--- config.mk ---
export PLATFORM = sky130hd
export DESIGN_NAME = qrs_switch_timing
export DESIGN_NICKNAME = d
export VERILOG_FILES = /design/src/common/qrs_pkg.sv /design/src/rtl/qrs_soft_start.sv /design/src/rtl/qrs_skip_counter.sv /design/src/rtl/qrs_switch_timing.sv
export SDC_FILE = /design/constraint.sdc
export NUM_CORES = 1
export LEC_CHECK = 0
export ABC_AREA = 0
export BUFFER_PORTS_ARGS = -buffer_cell sky130_fd_sc_hd__buf_4
export CELL_PAD_IN_SITES_DETAIL_PLACEMENT = 0
export CELL_PAD_IN_SITES_GLOBAL_PLACEMENT = 1
export CORE_MARGIN = 8
export CORE_UTILIZATION = 51
export DETAILED_ROUTE_END_ITERATION = 10
export PLACE_DENSITY = 0.87
export REMOVE_ABC_BUFFERS = 1
export SLEW_MARGIN = 30
export SYNTH_ARGS = -nofsm -noshare
export SYNTH_HDL_FRONTEND = slang
export SYNTH_SLANG_ARGS = --single-unit
--- constraint.sdc ---
create_clock -name clock -period 5.5 [get_ports clock]
set_clock_uncertainty 0.05 [all_clocks]
set_input_delay 1.1 -clock clock [delete_from_list [all_inputs] [get_ports clock]]
set_output_delay 1.1 -clock clock [all_outputs]
set_load 0.01 [all_outputs]
--- src/common/qrs_pkg.sv ---
// Functional notes
// - supply ready starts switching via soft-start
// - soft-start limit from internal reference
// - reference steps every 4ms, 12ms total
// - overload detection suppressed during soft-start
// - valley-skip counter sets the valley to turn on in
// - valley-skip counter stays within 1..7
// - steps beyond range are ignored
// - one step per 48ms update period
// - always below low threshold: count up
// - above low, never high: hold
// - above high, never fast: count down
// - above fast threshold: force 1 next period
// - turn on at count match below valley threshold
// - max-period timer also turns switch on
// - burst mode disables normal turn-on
// - current comparator trip turns switch off
// - ignore current comparator 330ns after turn-on
// - supply ready disables start-up charging cell
// - burst or latch may re-enable start-up cell
// - leaving burst forces counter to 1
`default_nettype none
package qrs_pkg;

    localparam int unsigned CLK_HZ = 125_000_000;
    localparam int unsigned CLK_NS = 8;

    // ************************************************************
    // timing
    // ************************************************************
    localparam int unsigned SS_STEP_MS = 4;
    localparam int unsigned SS_TOTAL_MS = 12;
    localparam int unsigned SS_STEPS = SS_TOTAL_MS / SS_STEP_MS;
    localparam int unsigned SS_STEP_CYC = SS_STEP_MS * (CLK_HZ / 1000);
    localparam int unsigned UPD_MS = 48;
    localparam int unsigned UPD_CYC = UPD_MS * (CLK_HZ / 1000);
    localparam int unsigned LEB_NS = 330;
    localparam int unsigned LEB_CYC = (LEB_NS + CLK_NS - 1) / CLK_NS;
    localparam int unsigned MAX_PERIOD_US = 50;
    localparam int unsigned MAX_PERIOD_CYC = MAX_PERIOD_US * (CLK_HZ / 1000000);

    // ************************************************************
    // valley-skip counter
    // ************************************************************
    localparam logic [2:0] SKIP_MIN = 3'h1;
    localparam logic [2:0] SKIP_MAX = 3'h7;
    localparam logic [2:0] SKIP_RST = 3'h1;

    typedef enum logic [1:0] {
        QRS_IDLE,
        QRS_SOFT,
        QRS_RUN
    } qrs_phase_t;

endpackage
`default_nettype wire

--- src/rtl/qrs_soft_start.sv ---
`timescale 1ns/1ps
`default_nettype none
module qrs_soft_start #(
    parameter int unsigned STEP_CYC = qrs_pkg::SS_STEP_CYC,
    parameter int unsigned STEPS = qrs_pkg::SS_STEPS
) (
    input wire logic clock,
    input wire logic sys_rst,
    input wire logic start,
    output logic active,
    output logic [1:0] step
);
    logic [31:0] cnt_r;
    logic [1:0] step_r;
    logic active_r;

    always_ff @(posedge clock) begin
        if (sys_rst || !start) begin
            active_r <= 1'b0;
            step_r <= 2'h0;
            cnt_r <= 32'h0;
        end else if (!active_r && step_r == 2'h0 && cnt_r == 32'h0) begin
            active_r <= 1'b1;
            cnt_r <= 32'h1;
        end else if (active_r) begin
            if (cnt_r >= STEP_CYC) begin
                cnt_r <= 32'h1;
                if (step_r == 2'(STEPS - 1)) begin
                    active_r <= 1'b0;
                end else begin
                    step_r <= step_r + 2'h1;
                end
            end else begin
                cnt_r <= cnt_r + 32'h1;
            end
        end
    end

    assign active = active_r;
    assign step = step_r;
endmodule
`default_nettype wire

--- src/rtl/qrs_skip_counter.sv ---
`timescale 1ns/1ps
`default_nettype none
module qrs_skip_counter #(
    parameter int unsigned UPD_CYC = qrs_pkg::UPD_CYC
) (
    input wire logic clock,
    input wire logic sys_rst,
    input wire logic above_low,
    input wire logic above_high,
    input wire logic above_fast,
    input wire logic period_start,
    input wire logic burst_exit,
    output logic [2:0] skip
);
    logic [31:0] tick_r;
    logic seen_low_r;
    logic seen_high_r;
    logic seen_fast_r;
    logic fast_pend_r;
    logic [2:0] skip_r;
    logic tick;

    assign tick = (tick_r >= UPD_CYC - 1);

    always_ff @(posedge clock) begin
        if (sys_rst || tick) begin
            tick_r <= 32'h0;
        end else begin
            tick_r <= tick_r + 32'h1;
        end
    end

    // window flags restart each period; an event in the tick cycle still counts
    always_ff @(posedge clock) begin
        if (sys_rst) begin
            seen_low_r <= 1'b0;
            seen_high_r <= 1'b0;
            seen_fast_r <= 1'b0;
        end else if (tick) begin
            seen_low_r <= 1'b0;
            seen_high_r <= 1'b0;
            seen_fast_r <= 1'b0;
        end else begin
            seen_low_r <= seen_low_r | above_low;
            seen_high_r <= seen_high_r | above_high;
            seen_fast_r <= seen_fast_r | above_fast;
        end
    end

    // fast request waits for next switching period; set beats clear
    always_ff @(posedge clock) begin
        if (sys_rst) begin
            fast_pend_r <= 1'b0;
        end else if (above_fast) begin
            fast_pend_r <= 1'b1;
        end else if (period_start) begin
            fast_pend_r <= 1'b0;
        end
    end

    always_ff @(posedge clock) begin
        if (sys_rst) begin
            skip_r <= qrs_pkg::SKIP_RST;
        end else if (burst_exit) begin
            skip_r <= qrs_pkg::SKIP_MIN;
        end else if (fast_pend_r && period_start) begin
            skip_r <= qrs_pkg::SKIP_MIN;
        end else if (tick) begin
            if (seen_fast_r || above_fast) begin
                skip_r <= skip_r; // fast path owns this case
            end else if (seen_high_r || above_high) begin
                if (skip_r != qrs_pkg::SKIP_MIN) begin
                    skip_r <= skip_r - 3'h1;
                end
            end else if (seen_low_r || above_low) begin
                skip_r <= skip_r;
            end else if (skip_r != qrs_pkg::SKIP_MAX) begin
                skip_r <= skip_r + 3'h1;
            end
        end
    end

    assign skip = skip_r;
endmodule
`default_nettype wire

--- src/rtl/qrs_switch_timing.sv ---
`timescale 1ns/1ps
`default_nettype none
module qrs_switch_timing #(
    parameter int unsigned SS_STEP_CYC = qrs_pkg::SS_STEP_CYC,
    parameter int unsigned UPD_CYC = qrs_pkg::UPD_CYC,
    parameter int unsigned MAX_PERIOD_CYC = qrs_pkg::MAX_PERIOD_CYC,
    parameter int unsigned LEB_CYC = qrs_pkg::LEB_CYC
) (
    input wire logic clock,
    input wire logic sys_rst,
    input wire logic supply_ready,
    input wire logic feedback_above_low,
    input wire logic feedback_above_high,
    input wire logic feedback_above_fast,
    input wire logic valley_detect_input,
    input wire logic current_trip,
    input wire logic burst_active,
    input wire logic protect_latched,
    input wire logic aux_supply_low,
    input wire logic overload_detect,
    output logic gate,
    output logic soft_start_active,
    output logic [1:0] soft_start_step,
    output logic use_internal_reference,
    output logic overload_fault,
    output logic startup_cell_enable,
    output logic [2:0] valley_skip
);
    // ************************************************************
    // soft-start and supply
    // ************************************************************
    logic ss_active;
    logic [1:0] ss_step;
    qrs_pkg::qrs_phase_t phase_r;

    qrs_soft_start #(
        .STEP_CYC(SS_STEP_CYC),
        .STEPS(qrs_pkg::SS_STEPS)
    ) u_soft (
        .clock(clock),
        .sys_rst(sys_rst),
        .start(supply_ready),
        .active(ss_active),
        .step(ss_step)
    );

    always_ff @(posedge clock) begin
        if (sys_rst || !supply_ready) begin
            phase_r <= qrs_pkg::QRS_IDLE;
        end else begin
            case (phase_r)
                qrs_pkg::QRS_IDLE: begin
                    phase_r <= qrs_pkg::QRS_SOFT;
                end
                qrs_pkg::QRS_SOFT: begin
                    if (!ss_active && ss_step != 2'h0) begin
                        phase_r <= qrs_pkg::QRS_RUN;
                    end
                end
                default: begin
                    phase_r <= qrs_pkg::QRS_RUN;
                end
            endcase
        end
    end

    logic running;
    // supply loss stops the gate at once, not one phase update later
    assign running = supply_ready && (phase_r != qrs_pkg::QRS_IDLE);

    logic ss_out_r;
    logic [1:0] ss_step_r;
    logic ovl_r;
    logic cell_r;
    always_ff @(posedge clock) begin
        if (sys_rst) begin
            ss_out_r <= 1'b0;
            ss_step_r <= 2'h0;
            ovl_r <= 1'b0;
            cell_r <= 1'b1;
        end else begin
            ss_out_r <= (phase_r == qrs_pkg::QRS_SOFT);
            ss_step_r <= ss_step;
            ovl_r <= overload_detect && (phase_r == qrs_pkg::QRS_RUN);
            if (!supply_ready) begin
                cell_r <= 1'b1;
            end else if ((burst_active || protect_latched) && aux_supply_low) begin
                cell_r <= 1'b1;
            end else begin
                cell_r <= 1'b0;
            end
        end
    end

    assign soft_start_active = ss_out_r;
    assign soft_start_step = ss_step_r;
    assign use_internal_reference = ss_out_r;
    assign overload_fault = ovl_r;
    assign startup_cell_enable = cell_r;

    // ************************************************************
    // valley-skip counter
    // ************************************************************
    logic burst_d_r;
    logic burst_exit;
    logic gate_r;
    logic turn_on;
    logic [2:0] skip;

    always_ff @(posedge clock) begin
        if (sys_rst) begin
            burst_d_r <= 1'b0;
        end else begin
            burst_d_r <= burst_active;
        end
    end
    assign burst_exit = burst_d_r && !burst_active;

    qrs_skip_counter #(
        .UPD_CYC(UPD_CYC)
    ) u_skip (
        .clock(clock),
        .sys_rst(sys_rst),
        .above_low(feedback_above_low),
        .above_high(feedback_above_high),
        .above_fast(feedback_above_fast),
        .period_start(turn_on),
        .burst_exit(burst_exit),
        .skip(skip)
    );
    assign valley_skip = skip;

    // ************************************************************
    // switch-on: valley counting and max period
    // ************************************************************
    logic valley_d_r;
    logic valley_edge;
    logic [2:0] zc_cnt_r;
    logic [31:0] off_cnt_r;
    logic max_expired;
    logic match;

    always_ff @(posedge clock) begin
        if (sys_rst) begin
            valley_d_r <= 1'b0;
        end else begin
            valley_d_r <= valley_detect_input;
        end
    end
    // input is high while the sensed voltage is under the valley threshold
    assign valley_edge = valley_detect_input && !valley_d_r;

    always_ff @(posedge clock) begin
        if (sys_rst || turn_on) begin
            zc_cnt_r <= 3'h0;
        end else if (!gate_r && valley_edge && zc_cnt_r != qrs_pkg::SKIP_MAX) begin
            zc_cnt_r <= zc_cnt_r + 3'h1;
        end
    end

    always_ff @(posedge clock) begin
        if (sys_rst || gate_r || !running) begin
            off_cnt_r <= 32'h0;
        end else if (!max_expired) begin
            off_cnt_r <= off_cnt_r + 32'h1;
        end
    end
    // limits low frequency when no valley arrives
    assign max_expired = (off_cnt_r >= MAX_PERIOD_CYC - 1);

    assign match = (zc_cnt_r == skip) && valley_detect_input;
    assign turn_on = running && !gate_r && !burst_active
                     && (match || max_expired);

    // ************************************************************
    // switch-off with blanking
    // ************************************************************
    logic [15:0] leb_cnt_r;
    logic blanked;
    logic turn_off;

    always_ff @(posedge clock) begin
        if (sys_rst || turn_on) begin
            leb_cnt_r <= 16'h0;
        end else if (gate_r && blanked) begin
            leb_cnt_r <= leb_cnt_r + 16'h1;
        end
    end
    assign blanked = (leb_cnt_r < 16'(LEB_CYC));
    assign turn_off = gate_r && current_trip && !blanked;

    // gate flip-flop: off requests win, switch stays off
    always_ff @(posedge clock) begin
        if (sys_rst) begin
            gate_r <= 1'b0;
        end else if (turn_off || !running || burst_active) begin
            gate_r <= 1'b0;
        end else if (turn_on) begin
            gate_r <= 1'b1;
        end
    end
    assign gate = gate_r;
endmodule
`default_nettype wire

==> metrics.yaml <==
cp-start-kind: "register"
fillers: 892
clk_latency_ns: 0.53
cp.arrival_ns: 2.94
p_per_area_nw_per_um2: 349
worst_hold_path_type: "reg -> reg"
yosys.area.top_type_share: 0.496
final_max_slew_viol_count: 0
worstPathMaxFanout: 29
synth-edff-count: 0
cts_setup_buffers: 0
grt_pass1_vias: 3926
cp-end-kind: "register"
synth.most_common_cell: "dfxtp_1"
nets: 647
syn_inst: 586
grt_pass1_wl_um: 17900
fin_crit_ns: 2.62
cts_resized: 0
grt_antenna_before_repair: 0
die_x_um: 119
synth_flop_cell: "dfxtp_1"
synth.distinct_cells: 54
die-area_um2: 14300
fin_cells: 768
syn_to_final_growth_pct: 16.4
hold_violations: 0
synth_top_area_cell: "dfxtp_1"
syn_avg_cell_area_um2: 9.31
placed_cell_area_um2: 5730
start_util: 0.526
wire_per_inst_um: 13.1
h-tree-depth: 4
track_usage: 0.152
cts_buffer_depth: 2
io_buffers: 21
synthArstFlopShare: 0
finalCritPeriodShare: 0.476
drt_wl_total_um: 10100
core-area_um2: 10400
dp_cells: 737
diodes: 0
cts_tree: "built"
synth-seq-cells: 135
gp_congestion: 0.748
drv_cap: 0
via_count: 3991
yosys-top-cells-area: "dfxtp_1, nor2_1, xor2_1"
ys_seq_area_frac: 0.496
setup_viol: 0
final_antenna_net_count: 0
critPathRequiredTime_ns: 5.82
cts_hold_buf: 0
status: "completed"
die_h_um: 119
row_count: 37
cts-root-buf: "clkbuf_8"
leakage_nw: 2.44
ys_warn_count: 0
drive_gt1_frac: 0.101
utilization: 0.612
tns_ns: 0
tightest_slew_ns: 0.907
drc_errors: 0
cts_sinks: 135
clkTransAtPathRegs_ns: 0.06
path_class: "reg -> reg"
dp_hpwl_um: 6940
first_iter_violations: 293
grt_overflow: 0
viasPerCell: 5.20
vdd_drop_max_v: 0.000248
max_freq_mhz: 382
ys_top_cells_by_count: "dfxtp_1, nor2_1, nand2_1"
io_pins: 22
maxSlewHeadroom: 0.395
cts_made_buffers: 17
grt_max_degree: 30
netlist_area_um2: 5450
rsz0062_at_grt: "no"
final_area_um2: 6350
dr.pass1.iters: 5
==> final cells by class <==
cell class                 count  area [µm²]  share of cell area
clock buffer                  24         500              0.0789
timing repair buffer          22         165              0.0260
tap                          136         170              0.0268
clock inverter                 7         115              0.0181
inverter                      18        67.6              0.0106
multi-input combinational    426        2630               0.414
sequential                   135        2700               0.426
==> logic make-up (layout without fill, tap and decap cells) <==
group / Yosys count / after routing / synth area share
AO/OA/AOI/OAI: 48 / 48 / 0.0624
adder cells (fa/ha/maj): 15 / 15 / 0.0344
AND/OR/NAND/NOR: 289 / 289 / 0.272
XOR/XNOR: 60 / 60 / 0.0964
multiplexers: 5 / 5 / 0.00918
buffers and inverters: 33 / 71 / 0.0294
flip-flops: 135 / 135 / 0.496
other: 1 / 9 / 0.000688
==> metal layers <==
| layer | vias up | wire length (µm) | part of all wire | track usage |
|---|---|---|---|---|
| met1 | 1863 | 4890 | 0.49 | 0.187 |
| met5 | - | 0 | 0 | 0 |
| li1 | 2063 | - | - | - |
| met4 | 0 | 127 | 0.013 | 0.0585 |
| met2 | 55 | 4630 | 0.46 | 0.241 |
| met3 | 10 | 418 | 0.042 | 0.0538 |
==> where the power goes <==
group | internal, W | switching [W] | total, W
Clock | 0.000759 | 0.000392 | 0.00115
Sequential | 0.000989 | 0.0000100 | 0.000999
Combinational | 0.0000297 | 0.0000332 | 0.0000629
Total | 0.00178 | 0.000435 | 0.00221
==> registers in the layout, indices dropped and copies added, names as in the netlist <==
| register | cells |
|---|---|
| burst_d_r | 1 |
| gate | 1 |
| leb_cnt_r | 16 |
| off_cnt_r | 32 |
| overload_fault | 1 |
| phase_r | 2 |
| soft_start_active | 1 |
| soft_start_step | 2 |
| startup_cell_enable | 1 |
| u_skip.fast_pend_r | 1 |
| u_skip.seen_fast_r | 1 |
| u_skip.seen_high_r | 1 |
| u_skip.seen_low_r | 1 |
| u_skip.skip | 3 |
| u_skip.tick_r | 32 |
| u_soft.active | 1 |
| u_soft.cnt_r | 32 |
| u_soft.step | 2 |
| valley_d_r | 1 |
| zc_cnt_r | 3 |
==> placed cells by master (no fill, tap or decap), types with 7 or more instances in the layout <==
cell type,n
dfxtp_1,135
nor2_1,102
nand2_1,39
xor2_1,32
and2_1,31
xnor2_1,28
buf_4,22
nand4_1,21
and3_1,20
inv_1,18
nand3_1,18
clkbuf_16,16
ha_1,15
nor4_1,13
nor3_1,13
a21oi_1,12
conb_1,9
clkbuf_8,7
==> path summary, 6_finish.rpt <==
kind	start	endpoint	slack, ns	cells after the start
worst max-delay path	u_soft.step[0]	u_soft.cnt_r[4]	2.88	8
worst min-delay path	off_cnt_r[15]	off_cnt_r[15]	0.41	1
worst max register to register	u_soft.step[0]	u_soft.cnt_r[4]	2.88	8
worst min register to register	off_cnt_r[15]	off_cnt_r[15]	0.41	1
==> through the flow <==
step | hold slack (ns) | setup WS (ns) | power, W
6_report | 0.410 | 2.88 | 0.00221
5_1_grt | 0.430 | 2.59 | 0.00229
4_1_cts | 0.412 | 2.86 | 0.00224
3_5_place_dp | 0.396 | 2.85 | 0.00108
3_3_place_gp | 0.392 | 2.91 | 0.00108
2_1_floorplan | 0.376 | 2.88 | 0.00106
==> critical path, cell delays in order, from the launching register on <==
cell,delay (ns)
dfxtp_1,0.29
inv_1,0.13
ha_1,0.20
nor4b_1,0.26
nand3_1,0.11
or4_4,0.51
nand2_2,0.10
a21o_1,0.68
nor2_1,0.13
Note: power is estimated with default switching activity, not from simulation.
